$ cat config.mk
export PLATFORM = sky130hd
export DESIGN_NAME = multi_axis_sync_trigger
export DESIGN_NICKNAME = d
export VERILOG_FILES = /design/src/sync_trigger_pkg.sv /design/src/sync_trigger_eval.sv /design/src/sync_action_exec.sv /design/src/multi_axis_sync_trigger.sv
export SDC_FILE = /design/constraint.sdc
export NUM_CORES = 1
export LEC_CHECK = 0
export BUFFER_PORTS_ARGS = -buffer_cell sky130_fd_sc_hd__clkbuf_2
export CAP_MARGIN = 20
export CORE_AREA = 2 2 289 291
export CTS_CLUSTER_DIAMETER = 120
export CTS_CLUSTER_SIZE = 8
export DETAILED_ROUTE_END_ITERATION = 6
export DIE_AREA = 0 0 291 293
export MAX_ROUTING_LAYER = met4
export PLACE_DENSITY = 0.62
export SETUP_SLACK_MARGIN = 0.1
export SLEW_MARGIN = 25
export SYNTH_ARGS = -nofsm -noshare
export SYNTH_HDL_FRONTEND = slang
export SYNTH_SLANG_ARGS = --single-unit
$ cat constraint.sdc
create_clock -name i_sys_clk -period 7.6 [get_ports i_sys_clk]
set_input_delay 1.14 -clock i_sys_clk [delete_from_list [all_inputs] [get_ports i_sys_clk]]
set_output_delay 1.14 -clock i_sys_clk [all_outputs]
set_load 0.01 [all_outputs]
$ cat src/sync_trigger_pkg.sv
package sync_trigger_pkg;

   // ****************************************
   // Sizes
   // ****************************************
   localparam int NUM_AXES = 4;
   localparam int POS_W    = 32;
   localparam int DATA_W   = 16;
   localparam int ADDR_W   = 4;

   // ****************************************
   // Register offsets (word index on the host port)
   // ****************************************
   localparam logic [ADDR_W-1:0] ADDR_COMMAND      = 4'h0;
   localparam logic [ADDR_W-1:0] ADDR_DATA_LOW     = 4'h1;
   localparam logic [ADDR_W-1:0] ADDR_DATA_HIGH    = 4'h2;
   localparam logic [ADDR_W-1:0] ADDR_MODE_TWO     = 4'h3;
   localparam logic [ADDR_W-1:0] ADDR_STATUS_THREE = 4'h4;  // 4..7, one per axis
   localparam logic [ADDR_W-1:0] ADDR_SYNC_BUF     = 4'h8;  // 8..15, low/high per axis

   // ****************************************
   // Command register layout and codes
   // ****************************************
   localparam int         CMD_AXIS_LSB      = 8;
   localparam logic [7:0] CMD_SYNC_MODE_SET = 8'h64;
   localparam logic [7:0] CMD_SYNC_START    = 8'h65;
   localparam logic [7:0] CMD_LP_READ       = 8'h10;

   // ****************************************
   // Trigger word bit positions
   // ****************************************
   localparam int TRIG_UP_GE     = 0;
   localparam int TRIG_UP_LT     = 1;
   localparam int TRIG_LO_LT     = 2;
   localparam int TRIG_LO_GE     = 3;
   localparam int TRIG_DRV_BEGIN = 4;
   localparam int TRIG_DRV_END   = 5;
   localparam int TRIG_GIN_RISE  = 6;
   localparam int TRIG_GIN_FALL  = 7;
   localparam int TRIG_POS_READ  = 8;
   localparam int TRIG_START_CMD = 9;
   localparam int TRIG_NUM       = 10;
   localparam int TRIG_OTHER_LSB = 13;

   // ****************************************
   // Action word bit positions
   // ****************************************
   localparam int ACT_FIXED_FWD   = 0;
   localparam int ACT_FIXED_REV   = 1;
   localparam int ACT_CONT_FWD    = 2;
   localparam int ACT_CONT_REV    = 3;
   localparam int ACT_DEC_HALT    = 4;
   localparam int ACT_INST_HALT   = 5;
   localparam int ACT_LP_CAPTURE  = 6;
   localparam int ACT_EP_CAPTURE  = 7;
   localparam int ACT_LP_LOAD     = 8;
   localparam int ACT_EP_LOAD     = 9;
   localparam int ACT_PCNT_LOAD   = 10;
   localparam int ACT_SPEED_LOAD  = 11;
   localparam int ACT_INTERRUPT   = 15;

   // ****************************************
   // Other fields, reset values, timing
   // ****************************************
   localparam int                MODE_TWO_CMP_SEL   = 5;
   localparam int                STATUS_THREE_SYNC  = 9;
   localparam logic [DATA_W-1:0] TRIG_CFG_RESET     = 16'h0000;
   localparam logic [DATA_W-1:0] ACT_CFG_RESET      = 16'h0000;
   localparam int                SYS_CLK_PERIOD_NS  = 8;
   localparam int                TRIG_TO_ACT_CYCLES = 2;

endpackage : sync_trigger_pkg

$ cat src/sync_trigger_eval.sv
`timescale 1ns/1ps
module sync_trigger_eval
   import sync_trigger_pkg::*;
(
   input  wire logic                      i_sys_clk,     // System clock
   input  wire logic                      i_rst_n,       // Async reset, low
   input  wire logic [sync_trigger_pkg::DATA_W-1:0] i_trig_cfg, // Trigger word
   input  wire logic                      i_cmp_sel,     // 1: actual counter
   input  wire logic [sync_trigger_pkg::POS_W-1:0]  i_lp,       // Logical position
   input  wire logic [sync_trigger_pkg::POS_W-1:0]  i_ep,       // Actual position
   input  wire logic [sync_trigger_pkg::POS_W-1:0]  i_cmp_up,   // Upper compare
   input  wire logic [sync_trigger_pkg::POS_W-1:0]  i_cmp_lo,   // Lower compare
   input  wire logic                      i_drv_begin,   // Drive start pulse
   input  wire logic                      i_drv_end,     // Drive end pulse
   input  wire logic                      i_gin3,        // General input three
   input  wire logic                      i_pos_read,    // Position read command
   input  wire logic                      i_start_cmd,   // Sync start command
   output logic                           o_fire         // Trigger occurred
);
   import sync_trigger_pkg::*;

   typedef struct packed {
      logic [3:0] cmp_prev;
      logic       gin_prev;
      logic       fire;
   } eval_state_t;

   eval_state_t st;
   eval_state_t next_st;

   // ****************************************
   // Event detection
   // ****************************************
   // Compare results fire on the edge into truth, so a held condition fires once
   always_comb begin
      logic signed [POS_W-1:0] pos;
      logic [3:0]              cmp;
      logic [TRIG_NUM-1:0]     ev;
      pos     = i_cmp_sel ? $signed(i_ep) : $signed(i_lp);
      cmp     = '0;
      ev      = '0;
      next_st = st;
      cmp[TRIG_UP_GE] = pos >= $signed(i_cmp_up);
      cmp[TRIG_UP_LT] = pos <  $signed(i_cmp_up);
      cmp[TRIG_LO_LT] = pos <  $signed(i_cmp_lo);
      cmp[TRIG_LO_GE] = pos >= $signed(i_cmp_lo);
      ev[3:0]             = cmp & ~st.cmp_prev;
      ev[TRIG_DRV_BEGIN]  = i_drv_begin;
      ev[TRIG_DRV_END]    = i_drv_end;
      ev[TRIG_GIN_RISE]   = i_gin3 & ~st.gin_prev;
      ev[TRIG_GIN_FALL]   = ~i_gin3 & st.gin_prev;
      ev[TRIG_POS_READ]   = i_pos_read;
      ev[TRIG_START_CMD]  = i_start_cmd;
      next_st.cmp_prev = cmp;
      next_st.gin_prev = i_gin3;
      next_st.fire     = |(ev & i_trig_cfg[TRIG_NUM-1:0]);
   end

   always_ff @(posedge i_sys_clk or negedge i_rst_n) begin
      if (!i_rst_n) begin
         st <= '0;
      end else begin
         st <= next_st;
      end
   end

   assign o_fire = st.fire;

   a_gin_rise_fire : assert property (@(posedge i_sys_clk) disable iff (!i_rst_n)
      (i_trig_cfg[TRIG_GIN_RISE] && i_gin3 && !st.gin_prev) |=> o_fire)
      else $error("rising input three did not fire");
   a_disabled_quiet : assert property (@(posedge i_sys_clk) disable iff (!i_rst_n)
      (i_trig_cfg[TRIG_NUM-1:0] == '0) |=> !o_fire)
      else $error("fire with every trigger disabled");

endmodule : sync_trigger_eval

$ cat src/sync_action_exec.sv
`timescale 1ns/1ps
module sync_action_exec
   import sync_trigger_pkg::*;
(
   input  wire logic                      i_sys_clk,   // System clock
   input  wire logic                      i_rst_n,     // Async reset, low
   input  wire logic                      i_go,        // Run configured action
   input  wire logic [sync_trigger_pkg::DATA_W-1:0]  i_act_cfg,  // Action word
   input  wire logic [2*sync_trigger_pkg::DATA_W-1:0] i_data,    // Data high:low
   output logic [sync_trigger_pkg::DATA_W-1:0]       o_pulse,   // Action pulses
   output logic [2*sync_trigger_pkg::DATA_W-1:0]     o_load     // Load value
);
   import sync_trigger_pkg::*;

   typedef struct packed {
      logic [DATA_W-1:0]   pulse;
      logic [2*DATA_W-1:0] load;
   } exec_state_t;

   exec_state_t st;
   exec_state_t next_st;

   // ****************************************
   // Action issue
   // ****************************************
   // Load value is frozen at the trigger so later data writes cannot tear it
   always_comb begin
      next_st       = st;
      next_st.pulse = i_go ? i_act_cfg : '0;
      if (i_go) begin
         next_st.load = i_data;
      end
   end

   always_ff @(posedge i_sys_clk or negedge i_rst_n) begin
      if (!i_rst_n) begin
         st <= '0;
      end else begin
         st <= next_st;
      end
   end

   assign o_pulse = st.pulse;
   assign o_load  = st.load;

   a_go_issues_action : assert property (@(posedge i_sys_clk) disable iff (!i_rst_n)
      i_go |=> (o_pulse == $past(i_act_cfg)) && (o_load == $past(i_data)))
      else $error("action not issued one cycle after trigger");
   a_idle_no_action : assert property (@(posedge i_sys_clk) disable iff (!i_rst_n)
      !i_go |=> (o_pulse == '0) && $stable(o_load))
      else $error("action issued without trigger");

endmodule : sync_action_exec

$ cat src/multi_axis_sync_trigger.sv
// Implementation choices: the strobed register port and the address map.
`timescale 1ns/1ps
// Behaviour
// - Each trigger and other-axis start bit: 1 enables, 0 disables.
// - Ten trigger sources and thirteen actions per axis.
// - Trigger bit 0 fires when position is at or above upper compare.
// - Mode two compare select picks logical or actual counter.
// - Trigger bit 1 fires when position is below upper compare.
// - Trigger bit 2 fires when position is below lower compare.
// - Trigger bit 3 fires when position is at or above lower compare.
// - Trigger bit 6 fires on rising general input three.
// - Trigger bit 7 fires on falling general input three.
// - Trigger bit 8 fires on the logical position read command 10h.
// - Trigger bit 9 fires on the sync start command 65h.
// - Top three trigger bits start the other three axes' actions.
// - Configured action runs in hardware directly on a trigger.
// - Action bits select drives, halts, captures and loads.
// - Interrupt action pulls output low, sets sync flag; status read clears.
// - Reset disables all triggers and actions on every axis.
// - Compare trigger to first pulse of started axis is two clocks.
module multi_axis_sync_trigger
   import sync_trigger_pkg::*;
#(
   parameter int N_AX = sync_trigger_pkg::NUM_AXES  // Axis count
)(
   input  wire logic                    i_sys_clk,        // System clock
   input  wire logic                    i_rst_n,          // Async reset, low
   input  wire logic [sync_trigger_pkg::ADDR_W-1:0] i_addr,  // Register index
   input  wire logic [sync_trigger_pkg::DATA_W-1:0] i_wdata, // Write data
   input  wire logic                    i_wr,             // Write strobe
   input  wire logic                    i_rd,             // Read strobe
   output logic [sync_trigger_pkg::DATA_W-1:0]      o_rdata, // Read data
   input  wire logic [N_AX*sync_trigger_pkg::POS_W-1:0] i_lp,     // Logical pos
   input  wire logic [N_AX*sync_trigger_pkg::POS_W-1:0] i_ep,     // Actual pos
   input  wire logic [N_AX*sync_trigger_pkg::POS_W-1:0] i_cmp_up, // Upper cmp
   input  wire logic [N_AX*sync_trigger_pkg::POS_W-1:0] i_cmp_lo, // Lower cmp
   input  wire logic [N_AX-1:0]         i_drv_begin,      // Drive start pulses
   input  wire logic [N_AX-1:0]         i_drv_end,        // Drive end pulses
   input  wire logic [N_AX-1:0]         i_gin3,           // General input three
   output logic [N_AX-1:0]              o_fixed_fwd,      // Fixed drive +
   output logic [N_AX-1:0]              o_fixed_rev,      // Fixed drive -
   output logic [N_AX-1:0]              o_cont_fwd,       // Continuous drive +
   output logic [N_AX-1:0]              o_cont_rev,       // Continuous drive -
   output logic [N_AX-1:0]              o_dec_halt,       // Decelerating halt
   output logic [N_AX-1:0]              o_inst_halt,      // Instant halt
   output logic [N_AX-1:0]              o_lp_load,        // Load logical pos
   output logic [N_AX-1:0]              o_ep_load,        // Load actual pos
   output logic [N_AX-1:0]              o_pcnt_load,      // Load pulse count
   output logic [N_AX-1:0]              o_speed_load,     // Load drive speed
   output logic [N_AX*2*sync_trigger_pkg::DATA_W-1:0] o_load_data, // Load values
   output logic                         o_int_out,        // Interrupt pin level
   output logic                         o_int_oe          // Interrupt pin drive
);
   import sync_trigger_pkg::*;

   // ****************************************
   // State
   // ****************************************
   typedef struct packed {
      logic [N_AX-1:0]                   axis_sel;
      logic [DATA_W-1:0]                 data_low;
      logic [DATA_W-1:0]                 data_high;
      logic [N_AX-1:0]                   cmp_sel;
      logic [N_AX-1:0][DATA_W-1:0]       trig_cfg;
      logic [N_AX-1:0][DATA_W-1:0]       act_cfg;
      logic [N_AX-1:0]                   sync_flag;
      logic [N_AX-1:0][POS_W-1:0]        sync_buf;
      logic [N_AX-1:0]                   pos_read;
      logic [N_AX-1:0]                   sync_start;
      logic [DATA_W-1:0]                 rdata;
      logic                              int_oe;
   } sync_state_t;

   sync_state_t               st;
   sync_state_t               next_st;
   logic [N_AX-1:0]           fire;
   logic [N_AX-1:0]           go;
   logic [N_AX-1:0][DATA_W-1:0] pulse;

   // Status register index to axis, used by the read path and the clear path
   function automatic logic status_hit(input logic [ADDR_W-1:0] a, input int ax);
      status_hit = (a == ADDR_STATUS_THREE + ADDR_W'(ax));
   endfunction : status_hit

   // ****************************************
   // Per-axis trigger and action units
   // ****************************************
   genvar g;
   generate
      for (g = 0; g < N_AX; g++) begin : g_axis
         sync_trigger_eval u_eval (
            .i_sys_clk   (i_sys_clk),
            .i_rst_n     (i_rst_n),
            .i_trig_cfg  (st.trig_cfg[g]),
            .i_cmp_sel   (st.cmp_sel[g]),
            .i_lp        (i_lp[g*POS_W +: POS_W]),
            .i_ep        (i_ep[g*POS_W +: POS_W]),
            .i_cmp_up    (i_cmp_up[g*POS_W +: POS_W]),
            .i_cmp_lo    (i_cmp_lo[g*POS_W +: POS_W]),
            .i_drv_begin (i_drv_begin[g]),
            .i_drv_end   (i_drv_end[g]),
            .i_gin3      (i_gin3[g]),
            .i_pos_read  (st.pos_read[g]),
            .i_start_cmd (st.sync_start[g]),
            .o_fire      (fire[g])
         );
         sync_action_exec u_exec (
            .i_sys_clk (i_sys_clk),
            .i_rst_n   (i_rst_n),
            .i_go      (go[g]),
            .i_act_cfg (st.act_cfg[g]),
            .i_data    ({st.data_high, st.data_low}),
            .o_pulse   (pulse[g]),
            .o_load    (o_load_data[g*2*DATA_W +: 2*DATA_W])
         );
         // Action pulses leave straight from the action unit's flops
         assign o_fixed_fwd[g]  = pulse[g][ACT_FIXED_FWD];
         assign o_fixed_rev[g]  = pulse[g][ACT_FIXED_REV];
         assign o_cont_fwd[g]   = pulse[g][ACT_CONT_FWD];
         assign o_cont_rev[g]   = pulse[g][ACT_CONT_REV];
         assign o_dec_halt[g]   = pulse[g][ACT_DEC_HALT];
         assign o_inst_halt[g]  = pulse[g][ACT_INST_HALT];
         assign o_lp_load[g]    = pulse[g][ACT_LP_LOAD];
         assign o_ep_load[g]    = pulse[g][ACT_EP_LOAD];
         assign o_pcnt_load[g]  = pulse[g][ACT_PCNT_LOAD];
         assign o_speed_load[g] = pulse[g][ACT_SPEED_LOAD];
      end
   endgenerate

   // ****************************************
   // Cross-axis start
   // ****************************************
   // Bit 13+k of axis b starts axis (b+1+k) mod N, so each axis names the others
   always_comb begin
      go = fire;
      for (int b = 0; b < N_AX; b++) begin
         for (int k = 0; k < N_AX - 1; k++) begin
            if (fire[b] && st.trig_cfg[b][TRIG_OTHER_LSB + k]) begin
               go[(b + 1 + k) % N_AX] = 1'b1;
            end
         end
      end
   end

   // ****************************************
   // Register file, commands, capture, flags
   // ****************************************
   always_comb begin
      logic [7:0] code;
      code               = i_wdata[7:0];
      next_st            = st;
      next_st.pos_read   = '0;
      next_st.sync_start = '0;
      next_st.rdata      = '0;
      // Writes
      if (i_wr) begin
         if (i_addr == ADDR_COMMAND) begin
            next_st.axis_sel = i_wdata[CMD_AXIS_LSB +: N_AX];
            for (int a = 0; a < N_AX; a++) begin
               if (i_wdata[CMD_AXIS_LSB + a]) begin
                  if (code == CMD_SYNC_MODE_SET) begin
                     next_st.trig_cfg[a] = st.data_low;
                     next_st.act_cfg[a]  = st.data_high;
                  end else if (code == CMD_SYNC_START) begin
                     next_st.sync_start[a] = 1'b1;
                  end else if (code == CMD_LP_READ) begin
                     next_st.pos_read[a] = 1'b1;
                  end
               end
            end
         end else if (i_addr == ADDR_DATA_LOW) begin
            next_st.data_low = i_wdata;
         end else if (i_addr == ADDR_DATA_HIGH) begin
            next_st.data_high = i_wdata;
         end else if (i_addr == ADDR_MODE_TWO) begin
            for (int a = 0; a < N_AX; a++) begin
               if (st.axis_sel[a]) begin
                  next_st.cmp_sel[a] = i_wdata[MODE_TWO_CMP_SEL];
               end
            end
         end
      end
      // Reads, data appear in the next cycle only; status read clears the flag
      if (i_rd) begin
         if (i_addr == ADDR_MODE_TWO) begin
            for (int a = N_AX - 1; a >= 0; a--) begin
               if (st.axis_sel[a]) begin
                  next_st.rdata[MODE_TWO_CMP_SEL] = st.cmp_sel[a];
               end
            end
         end else if (i_addr >= ADDR_SYNC_BUF) begin
            for (int a = 0; a < N_AX; a++) begin
               if (i_addr[ADDR_W-2:1] == (ADDR_W-2)'(a)) begin
                  next_st.rdata = i_addr[0] ? st.sync_buf[a][POS_W-1:DATA_W]
                                            : st.sync_buf[a][DATA_W-1:0];
               end
            end
         end else begin
            for (int a = 0; a < N_AX; a++) begin
               if (status_hit(i_addr, a)) begin
                  next_st.rdata[STATUS_THREE_SYNC] = st.sync_flag[a];
                  next_st.sync_flag[a]             = 1'b0;
               end
            end
         end
      end
      // Actions that act inside this block; a new set beats the read clear
      for (int a = 0; a < N_AX; a++) begin
         if (pulse[a][ACT_LP_CAPTURE]) begin
            next_st.sync_buf[a] = i_lp[a*POS_W +: POS_W];
         end
         if (pulse[a][ACT_EP_CAPTURE]) begin
            next_st.sync_buf[a] = i_ep[a*POS_W +: POS_W];
         end
         if (pulse[a][ACT_INTERRUPT]) begin
            next_st.sync_flag[a] = 1'b1;
         end
      end
      next_st.int_oe = |next_st.sync_flag;
   end

   // Reset leaves every trigger and action word cleared
   always_ff @(posedge i_sys_clk or negedge i_rst_n) begin
      if (!i_rst_n) begin
         st          <= '0;
         st.trig_cfg <= {N_AX{TRIG_CFG_RESET}};
         st.act_cfg  <= {N_AX{ACT_CFG_RESET}};
      end else begin
         st <= next_st;
      end
   end

   // Open drain: level is always low, only the enable moves
   assign o_rdata   = st.rdata;
   assign o_int_oe  = st.int_oe;
   assign o_int_out = 1'b0;

   // ****************************************
   // Checks
   // ****************************************
   a_mode_set_loads : assert property (@(posedge i_sys_clk) disable iff (!i_rst_n)
      (i_wr && i_addr == ADDR_COMMAND && i_wdata[7:0] == CMD_SYNC_MODE_SET
       && i_wdata[CMD_AXIS_LSB])
      |=> (st.trig_cfg[0] == $past(st.data_low)) && (st.act_cfg[0] == $past(st.data_high)))
      else $error("sync mode command did not load axis words");
   a_start_cmd_action : assert property (@(posedge i_sys_clk) disable iff (!i_rst_n)
      (i_wr && i_addr == ADDR_COMMAND && i_wdata[7:0] == CMD_SYNC_START
       && i_wdata[CMD_AXIS_LSB] && st.trig_cfg[0][TRIG_START_CMD]
       && st.act_cfg[0][ACT_FIXED_FWD])
      |-> ##3 o_fixed_fwd[0])
      else $error("start command did not drive axis");
   a_cross_start : assert property (@(posedge i_sys_clk) disable iff (!i_rst_n)
      (fire[0] && st.trig_cfg[0][TRIG_OTHER_LSB]) |=> (pulse[1] == $past(st.act_cfg[1])))
      else $error("other axis not started");
   a_status_clear : assert property (@(posedge i_sys_clk) disable iff (!i_rst_n)
      (i_rd && i_addr == ADDR_STATUS_THREE && !pulse[0][ACT_INTERRUPT])
      |=> !st.sync_flag[0] && (o_rdata[STATUS_THREE_SYNC] == $past(st.sync_flag[0])))
      else $error("status read did not report and clear flag");
   a_int_pin_follow : assert property (@(posedge i_sys_clk) disable iff (!i_rst_n)
      pulse[2][ACT_INTERRUPT] |=> o_int_oe && st.sync_flag[2])
      else $error("interrupt action did not pull pin");
   a_lp_capture : assert property (@(posedge i_sys_clk) disable iff (!i_rst_n)
      (pulse[0][ACT_LP_CAPTURE] && !pulse[0][ACT_EP_CAPTURE])
      |=> st.sync_buf[0] == $past(i_lp[POS_W-1:0]))
      else $error("logical capture missed");
   a_cmp_to_pulse : assert property (@(posedge i_sys_clk) disable iff (!i_rst_n)
      $rose(fire[3]) && st.act_cfg[3][ACT_CONT_FWD] && st.trig_cfg[3][TRIG_NUM-1:0] != '0
      |=> o_cont_fwd[3])
      else $error("trigger to action latency wrong");

endmodule : multi_axis_sync_trigger

==> results of run 1 <==
-- metal layers --
layer  global-route usage [%]  up-vias  part of all wire (%)
li1                         -    10500                     -
met3                     6.68      163                   7.8
met1                     31.7    11000                    42
met2                     40.6      770                    47
met4                     8.63        0                   3.2
met5                        -        -                     0
-- per-stage QoR --
stage | instance area [sq um] | std cells | worst slack [ns]
final | 35500 | 4395 | 3.44
after global routing | 35500 | 4392 | 3.30
after CTS | 35400 | 4372 | 3.50
after detailed placement | 33300 | 4287 | 3.43
after global placement | 33300 | 4287 | 3.43
after floorplan | 28900 | 2623 | 4.01
-- final cells by class --
cell class,count,area [sq um]
repair buffers,749,3860
fillers,7863,46300
inverters,262,983
clock buffers,76,1840
well taps,1070,1340
multi-input cells,1702,14500
diodes,22,55.1
flip-flops and latches,505,12700
clock inverters,9,221
-- report_power, final --
group	switching, mW	internal (mW)
logic	0.692	0.561
registers	0.186	2.78
clock network	1.27	1.76
-- sequential cells by signal, indices dropped and copies added, names as in the netlist --
name,cells
g_axis.u_eval.o_fire,4
g_axis.u_eval.st,20
g_axis.u_exec.o_load,128
g_axis.u_exec.o_pulse,52
o_int_oe,1
o_rdata,16
st,284
-- worst max-delay path, delay by kind of cell (launching register included) --
kind,cells,cell delay (ns)
adder cells (fa/ha/maj),1,0.33
multiplexers,2,0.58
flip-flops,1,1.00
AND/OR/NAND/NOR,4,1.02
AO/OA/AOI/OAI,3,0.71
buffers and inverters,1,0.37
-- cells by family after synthesis --
family | share of synthesized area, %
AOI/OAI and AO/OA | 7.58
other | 0.0130
adders and majority gates | 11.1
DFF | 43.7
xor gates and xnor gates | 0.0303
buffers and inverters | 6.15
and+or+nand+nor | 8.18
muxes | 23.3
-- final timing paths --
| check | from | to | cells past startpoint |
|---|---|---|---|
| worst max-delay path | st[286] | g_axis[1].u_eval.o_fire | 11 |
| worst max register to register | st[286] | g_axis[1].u_eval.o_fire | 11 |
| min in group asynchronous | i_rst_n | g_axis[0].u_exec.o_load[25] | 1 |
| worst min register to register | g_axis[2].u_exec.o_pulse[15] | st[155] | 1 |
| max in group asynchronous | i_rst_n | g_axis[2].u_exec.o_pulse[7] | 2 |
| worst min-delay path | g_axis[2].u_exec.o_pulse[15] | st[155] | 1 |
-- cells in the mapped netlist, drive strengths merged, types with 4 or more instances --
cell	number	area [sq um]
nand2	223	837
ha	256	3200
inv	262	983
and4	7	61.3
nor4	11	75.1
a221oi	5	43.8
nor2	58	218
nand3b	6	45.0
nand4	48	300
nor3	13	65.1
a31oi	10	62.6
a22oi	10	75.1
o21a	5	37.5
dfrtp	505	12600
mux2	394	4440
a21boi	4	30.0
o21ai	161	806
clkbuf	85	319
buf	69	475
o211ai	11	82.6
a211oi	7	52.6
mux2i	154	1550
nand3	23	115
and2	54	338
or4	4	33.8
nand2b	11	68.8
nor2b	17	106
a21o	38	285
a21oi	102	514
mux4	33	743
==> summary.txt, run 1 <==
Status
  • Status: completed

Clocking
  • CTS sink cnt: 505
  • Clk_lat worst skew: 0.62 ns
  • CTS buffer count: 73
  • Clock Tree Root: clkbuf_16
  • Post-CTS setup buffers: 0
  • CTS HTree Levels: 3
  • Hold-fix buffer count after cts: 0
  • CTS tree: done
  • Worst-path clk slew: 0.05 ns
  • Clk buf depth: 3
  • PostCTS Resize Cnt: 0

GRT
  • Initial antenna violation count: 21
  • GRT Residual Overflow: 0
  • Pin count of the biggest net entering global routing: 164
  • GRT Total Usage: 25.6%
  • First-pass GRT wire length: 156000 microns
  • Vias in the first global route: 23.3k

Power
  • LEAKAGE: 18.4 nW
  • Power per Cell Area: 204 nW/um^2
  • Worst vdd ir: 0.000178 V
  • Overall power: 7.25 mW

Synthesis
  • Sequential cell area fraction in the yosys report: 43.7%
  • Flops & latches, synth: 505
  • Net Count, Synth: 3427
  • Cell count after synthesis: 2623
  • Synth warn: 0
  • Netlist cell types: 58
  • Post-synth ARST share: 100%
  • Primary FF master, synth: dfrtp_1
  • Synth Area per Inst: 11.0 sq um
  • Synthesized area: 28900 sq um
  • Number of flops mapped to enable cells by yosys: 0

STA
  • Count of pins over their slew limit: 0
  • Final setup vio count: 0
  • RSZ-0062 raised after global routing: no
  • Max_slew headroom: 32.9%
  • Fin crit period: 4.16 ns
  • Worst hold margin: 0.443 ns
  • Fin crit share: 54.7%
  • FMAX: 241 MHz
  • Final hold vios: 0
  • Slew @ Worst Pin: 1.01 ns
  • Setup TNS: 0 ns
  • Clk_skew: 0.0683 ns

Floorplanning
  • Chip height: 293 microns
  • Core Area: 81800 sq um
  • Num ports: 734
  • # rows: 105
  • Die width: 291 microns
  • Area of the die: 85300 sq um
  • Initial Utilization: 35.3%

Finish
  • Area growth syn-to-layout: 22.7%
  • Layout cell share with drive strength beyond 1: 38.7%
  • Most common cell after layout, fill and taps aside: clkbuf_2
  • Most frequent cells in the layout: clkbuf_2, dfrtp_1, mux2_2, inv_1, ha_1
  • Final #Nets: 4097
  • Core Util, Final: 43.4%

Placed design
  • Final GP Congestion: 0.980
  • DP Wirelength: 84300 microns
  • # port buffers: 732

Setup path
  • Setup slack, reg-to-reg: 3.44 ns
  • Worst path required time: 8.09 ns
  • Crit path kind: reg -> reg
  • Setup crit start kind: flip-flop
  • Slowest Stage Delay on Critical Path: 1.00 ns
  • WP data arrival: 4.65 ns
  • Slowest CP cell: dfrtp_1
  • Crit end category: flip-flop
  • Crit-path cells: buf_4 -> mux2_2 -> ha_1 -> nand4_1 -> or4_1 -> a21o_1 -> a31oi_1 -> nor4_2 -> mux2i_4 -> and3b_2 -> a311o_1
  • CP Max Fanout: 22

Min path
  • Hold WC Path Type: reg -> reg

Flow run
  • Max-cap violations: 0

Detailed routing
  • Remaining DRCs: 0
  • Antenna Violating Nets Remaining: 0
  • Vias per std cell: 5.12
  • Initial DRC Count: 1284
  • Mean routed wirelength per cell: 24.4 microns
  • Vias: 22.5k
  • Total wire length: 107000 microns
  • Detailed Routing Iterations Pass 1: 5
Power figures use the tool's default switching activity.
==> run 2: changes to the inputs <==
--- a/config.mk
+++ b/config.mk
@@ -13,7 +13,7 @@
 export DETAILED_ROUTE_END_ITERATION = 6
 export DIE_AREA = 0 0 291 293
 export MAX_ROUTING_LAYER = met4
-export PLACE_DENSITY = 0.62
+export PLACE_DENSITY = 0.64
 export SETUP_SLACK_MARGIN = 0.1
 export SLEW_MARGIN = 25
 export SYNTH_ARGS = -nofsm -noshare
==> constraint.sdc (replaced) <==
create_clock -name i_sys_clk -period 3.8 [get_ports i_sys_clk]
set_input_delay 0.57 -clock i_sys_clk [delete_from_list [all_inputs] [get_ports i_sys_clk]]
set_output_delay 0.57 -clock i_sys_clk [all_outputs]
set_load 0.01 [all_outputs]
==> summary.txt, run 2 (synthesis results as in run 1) <==
GRT
  • Vias in the first global route: 23.4k (+0.43%)
  • Initial antenna violation count: 28 (+33%)
  • Pin count of the biggest net entering global routing: 90 (-45%)
  • GRT Total Usage: 25.7% (+0.13 points)
  • GRT Residual Overflow: 0 (unchanged)
  • First-pass GRT wire length: 156000 microns (+0.11%)

Setup path
  • WP data arrival: 4.07 ns (-0.58 ns)
  • Setup crit start kind: flip-flop
  • Worst path required time: 4.29 ns (-3.80 ns)
  • Setup slack, reg-to-reg: 0.22 ns (-3.22 ns)
  • Crit end category: flip-flop
  • Crit Reg-Reg Startpoint: st[286]
  • CP Max Fanout: 18 (-18%)
  • Crit path kind: reg -> reg
  • Crit path from: st[286]

Clocking
  • Clk buf depth: 3 (unchanged)
  • CTS sink cnt: 505 (unchanged)
  • CTS HTree Levels: 3 (unchanged)
  • Worst-path clk slew: 0.06 ns (about the same)
  • CTS buffer count: 73 (unchanged)
  • Clock Tree Root: clkbuf_16
  • CTS tree: done
  • Clk_lat worst skew: 0.63 ns (about the same)

Placed design
  • # port buffers: 732 (unchanged)
  • DP Wirelength: 86100 microns (+2.1%)
  • Final GP Congestion: 0.964 (-1.7%)
  • Placed cell count: 4311 (+0.56%)
  • Placed instance area: 33700 sq um (+0.98%)
  • Post-Place Worst Slack: 0.204 ns (-3.23 ns)

Floorplanning
  • Die width: 291 microns (unchanged)
  • Num ports: 734 (unchanged)
  • # rows: 105 (unchanged)
  • Chip height: 293 microns (unchanged)
  • Initial Utilization: 35.3% (unchanged)
  • Area of the die: 85300 sq um (unchanged)
  • Core Area: 81800 sq um (unchanged)

Finish
  • Final #Nets: 4121 (+0.59%)
  • Design area: 35800 sq um (+0.92%)
  • Most frequent cells in the layout: clkbuf_2, dfrtp_1, mux2_2, inv_1, ha_1
  • Layout cell share with drive strength beyond 1: 39.2% (+0.58 points)
  • Most common cell after layout, fill and taps aside: clkbuf_2
  • Core Util, Final: 43.8% (+0.40 points)
  • Final cell count without fillers: 4421 (+0.59%)
  • Area growth syn-to-layout: 23.9%
  • Fillers: 7804 (-0.75%)
  • Biggest register: st
  • Max reg flops: 284 (unchanged)

Min path
  • Worst hold start: i_gin3[1]
  • Hold WC Path Type: in -> reg

STA
  • Worst hold margin: 0.0751 ns (-0.368 ns)
  • Final setup vio count: 0 (unchanged)
  • Count of pins over their slew limit: 0 (unchanged)
  • Setup TNS: 0 ns (unchanged)
  • Fin crit period: 3.58 ns (-0.581 ns)
  • Clk_skew: 0.0321 ns (-0.0362 ns)
  • Final hold vios: 0 (unchanged)
  • Slew @ Worst Pin: 1.07 ns (+0.0640 ns)
  • Setup ws final: 0.225 ns (-3.22 ns)
  • FMAX: 280 MHz (+16%)
  • Max_slew headroom: 28.6% (-4.3 points)
  • RSZ-0062 raised after global routing: yes
  • Fin crit share: 94.1% (+39 points)

Power
  • LEAKAGE: 18.6 nW (+0.83%)
  • Power per Cell Area: 409 nW/um^2 (+100%)
  • Overall power: 14.6 mW (+100%)
  • Worst vdd ir: 0.000347 V (+95%)

Status
  • Status: completed

Flow run
  • Max-cap violations: 0 (unchanged)

Detailed routing
  • Mean routed wirelength per cell: 24.5 microns (+0.35%)
  • Detailed Routing Iterations Pass 1: 5 (unchanged)
  • Vias per std cell: 5.13 (+0.15%)
  • Initial DRC Count: 1512 (+18%)
  • Total wire length: 108000 microns (+0.94%)
  • Remaining DRCs: 0 (unchanged)
  • Vias: 22.7k (+0.74%)
  • Antenna Violating Nets Remaining: 0 (unchanged)
-- run 2: worst max-delay path, cell delays in order, from the launching register on --
cell and delay, ns:
dfrtp_1 0.40, buf_12 0.22, mux2_2 0.43, ha_1 0.31, nand4_1 0.19, or4_1 0.65, a21o_1 0.18, a31oi_1 0.22
nor4_2 0.09, mux2i_4 0.20, and3b_2 0.22, a311o_1 0.31
-- run 2: where the power goes --
group          total (mW)  leakage [nW]  switching (mW)  internal (mW)
Clock                6.09         0.995            2.56           3.53
Combinational        2.59          10.7            1.41           1.18
Sequential           5.96          6.93           0.404           5.56
-- run 2: layer usage --
metal  track usage (%)  part of all wire (%)  up-vias  wire [microns]
met1              31.5                    42    11100           45800
met2              41.9                    48      793           51600
met3              6.74                   7.1      156            7750
met4              7.25                   2.9        0            3180
li1                  -                     -    10600               -
met5                 -                     0        -               0
-- run 2: path summary, 6_finish.rpt --
| check | endpoint | cells past startpoint |
|---|---|---|
| worst max-delay path | g_axis[1].u_eval.o_fire | 11 |
| worst min-delay path | g_axis[1].u_eval.st[1] | 1 |
| worst max register to register | g_axis[1].u_eval.o_fire | 11 |
| worst min register to register | st[153] | 1 |
| max in group asynchronous | st[287] | 3 |
| min in group asynchronous | g_axis[3].u_exec.o_load[25] | 2 |
-- run 2: layout make-up --
type / instances / area, sq um / share of cell area (%)
multi-input combinational: 1702 / 14600 / 40.6
sequential: 505 / 12700 / 35.3
timing repair buffer: 773 / 4160 / 11.6
clock buffer: 77 / 1840 / 5.14
tap: 1070 / 1340 / 3.74
inverter: 262 / 983 / 2.75
clock inverter: 9 / 224 / 0.625
antenna: 23 / 57.6 / 0.161
-- run 2: what timing repair did --
item | in CTS | in global routing
gates resized for setup | 0 | 3
endpoints found under the hold margin | 62 | 0
hold buffers | 1 | 0
setup endpoints to repair | 0 | 2
buffers inserted | 0 | 0
==> run 3: changes to the inputs <==
--- a/config.mk
+++ b/config.mk
@@ -12,7 +12,7 @@
 export CTS_CLUSTER_SIZE = 8
 export DETAILED_ROUTE_END_ITERATION = 6
 export DIE_AREA = 0 0 291 293
-export MAX_ROUTING_LAYER = met4
+export GPL_ROUTABILITY_DRIVEN = 0
 export PLACE_DENSITY = 0.64
 export SETUP_SLACK_MARGIN = 0.1
 export SLEW_MARGIN = 25
==> summary.txt, run 3 (synthesis results as in run 1) <==
Floorplanning
  • Chip height: 293 microns (unchanged)
  • Area of the die: 85300 sq um (unchanged)
  • Num ports: 734 (unchanged)
  • Core Area: 81800 sq um (unchanged)
  • # rows: 105 (unchanged)
  • Die width: 291 microns (unchanged)
  • Initial Utilization: 35.3% (unchanged)

Detailed routing
  • Detailed Routing Iterations Pass 1: 6 (+1)
  • Initial DRC Count: 1146 (-24%)
  • Mean routed wirelength per cell: 24.0 microns (-2.1%)
  • Remaining DRCs: 0 (unchanged)
  • Vias: 22.8k (+0.55%)
  • Antenna Violating Nets Remaining: 0 (unchanged)
  • Vias per std cell: 5.17 (+0.76%)
  • Total wire length: 106000 microns (-2.3%)

Placed design
  • # port buffers: 732 (unchanged)
  • DP Wirelength: 84100 microns (-2.3%)
  • Placed instance area: 33700 sq um (about the same)

Setup path
  • Crit Reg-Reg Startpoint: st[286]
  • Slowest Stage Delay on Critical Path: 0.66 ns (about the same)
  • Setup slack, reg-to-reg: 0.24 ns (+0.02 ns)
  • Crit-path leading delay family: simple AND/OR/NAND/NOR gates
  • CP Max Fanout: 10 (-8)
  • WP data arrival: 4.06 ns (about the same)
  • Crit path kind: reg -> reg
  • R2r endpoint: g_axis[1].u_eval.o_fire
  • Setup crit start kind: flip-flop
  • Worst path required time: 4.30 ns (about the same)
  • Slowest CP cell: or4_1
  • Crit path buffers/inverters: 1 (unchanged)
  • Crit-path cells: buf_12 -> mux2_2 -> ha_1 -> nand4_1 -> or4_1 -> a21o_1 -> a31oi_1 -> nor4_2 -> mux2i_4 -> and3b_2 -> a311o_1
  • Crit end category: flip-flop
  • Reg2Reg Depth: 11 (unchanged)

GRT
  • Pin count of the biggest net entering global routing: 112 (+24%)
  • Initial antenna violation count: 21 (-25%)
  • GRT Total Usage: 24.3% (-1.4 points)
  • Vias in the first global route: 23.3k (-0.098%)
  • First-pass GRT wire length: 153000 microns (-1.8%)
  • GRT Residual Overflow: 0 (unchanged)

STA
  • Fin crit period: 3.56 ns (-0.0179 ns)
  • Final setup vio count: 0 (unchanged)
  • Slew @ Worst Pin: 1.06 ns (-0.0162 ns)
  • Fin crit share: 93.6% (-0.47 points)
  • Setup TNS: 0 ns (unchanged)
  • Max_slew headroom: 29.7% (+1.1 points)
  • Final hold vios: 0 (unchanged)
  • FMAX: 281 MHz (+0.50%)
  • Clk_skew: 0.0390 ns (+0.00689 ns)
  • RSZ-0062 raised after global routing: no
  • Count of pins over their slew limit: 0 (unchanged)

Clocking
  • Worst-path clk slew: 0.06 ns (about the same)
  • CTS buffer count: 73 (unchanged)
  • Clock Tree Root: clkbuf_16
  • Clk buf depth: 3 (unchanged)
  • CTS HTree Levels: 3 (unchanged)
  • CTS tree: done
  • Hold-fix buffer count after cts: 0 (-1)
  • Clk_lat worst skew: 0.62 ns (about the same)
  • CTS sink cnt: 505 (unchanged)

Finish
  • Area growth syn-to-layout: 23.7%
  • Sequential Area: 12700 sq um (about the same)
  • Max reg flops: 284 (unchanged)
  • Final #Nets: 4125 (+0.097%)
  • Most common cell after layout, fill and taps aside: clkbuf_2
  • Biggest register: st
  • Design area: 35800 sq um (-0.16%)
  • Most frequent cells in the layout: clkbuf_2, dfrtp_1, mux2_2, inv_1, ha_1
  • Layout cell share with drive strength beyond 1: 39.3% (+0.091 points)
  • Multi-input gate area: 14600 sq um (about the same)
  • Fillers: 7764 (-0.51%)

Power
  • Switch share: 29.5% (-0.33 points)
  • Clock share of power: 41.4% (-0.2 points)
  • P_sw: 4.31 mW (-1.6%)
  • Power per Cell Area: 408 nW/um^2 (-0.32%)
  • Internal: 10.3 mW (about the same)
  • LEAKAGE: 18.6 nW (about the same)
  • Worst vdd ir: 0.000354 V (+2.2%)
  • Sequential share of power: 41.0% (+0.3 points)
  • Combinational power share: 17.6% (about the same)

Status
  • Status: completed

Flow run
  • Max-cap violations: 0 (unchanged)

Min path
  • Hold WC Path Type: in -> async
## run 3: cell count changes in the layout (fill, tap and decap cells not counted), sizes merged
cell         before  now
clkbuf          807  808
clkinv            7    5
inv             263  265
buf              42   47
dlygate4sd3       1    0
diode            23    9
## run 3: timing repair
item,in CTS,in global routing
gates resized for setup,0,2
buffers inserted,0,1
endpoints found under the setup margin,0,2
## run 3: worst register-to-register path, cell delays in order, from the launching register on
cell and delay, ns:
dfrtp_2 0.44, buf_12 0.16, mux2_2 0.37, ha_1 0.32
nand4_1 0.28, or4_1 0.67, a21o_1 0.19, a31oi_1 0.19
nor4_2 0.08, mux2i_4 0.20, and3b_2 0.22, a311o_1 0.31
## run 3: area by class of cell
cell class | instances | area share, %
multi-input combinational | 1702 | 40.7
sequential | 505 | 35.4
timing repair buffer | 777 | 11.6
clock buffer | 78 | 5.16
tap | 1070 | 3.74
inverter | 262 | 2.75
clock inverter | 9 | 0.570
antenna | 9 | 0.0630
## run 3: per-stage QoR
| step | worst slack [ns] | power, mW | hold WS (ns) | util, % | std cells |
|---|---|---|---|---|---|
| 2_1_floorplan | 0.348 | 7.26 | 0.274 | - | 2623 |
| 6_report | 0.243 | 14.6 | 0.0230 | 43.7 | 4412 |
| 3_3_place_gp | 0.282 | 8.56 | 0.429 | 41.1 | 4315 |
| 4_1_cts | 0.223 | 14.7 | 0.0261 | 43.6 | 4402 |
| 3_5_place_dp | 0.239 | 8.61 | 0.428 | 41.1 | 4315 |
| 5_1_grt | 0.133 | 15.2 | 0.0546 | 43.7 | 4407 |
## run 3: metal layers
metal / track usage (%) / vias to the layer above / wire length [microns]
met5: 0 / - / 111
met4: 7.68 / 18 / 3010
met3: 6.03 / 184 / 7280
met2: 40.6 / 813 / 50300
met1: 31.0 / 11200 / 45200
li1: - / 10600 / -
## run 3: how the worst max path moves through the flow
stage | startpoint | endpoint | depth (start not counted)
global placement | st[286] | g_axis[1].u_eval.o_fire | 11
floorplan | st[285] | g_axis[0].u_eval.o_fire | 12
global route | st[286] | g_axis[1].u_eval.o_fire | 11
CTS | st[286] | g_axis[1].u_eval.o_fire | 11
finish | st[286] | g_axis[1].u_eval.o_fire | 11
detailed placement | st[286] | g_axis[1].u_eval.o_fire | 11
## run 3: power groups by stage
stage	Sequential (mW)	Clock (mW)	Combinational, mW
finish	5.97	6.03	2.57
global route	6.00	6.41	2.83
CTS	5.99	6.20	2.55
detailed placement	6.08	0	2.54
global placement	6.07	0	2.49
floorplan	5.79	0	1.47
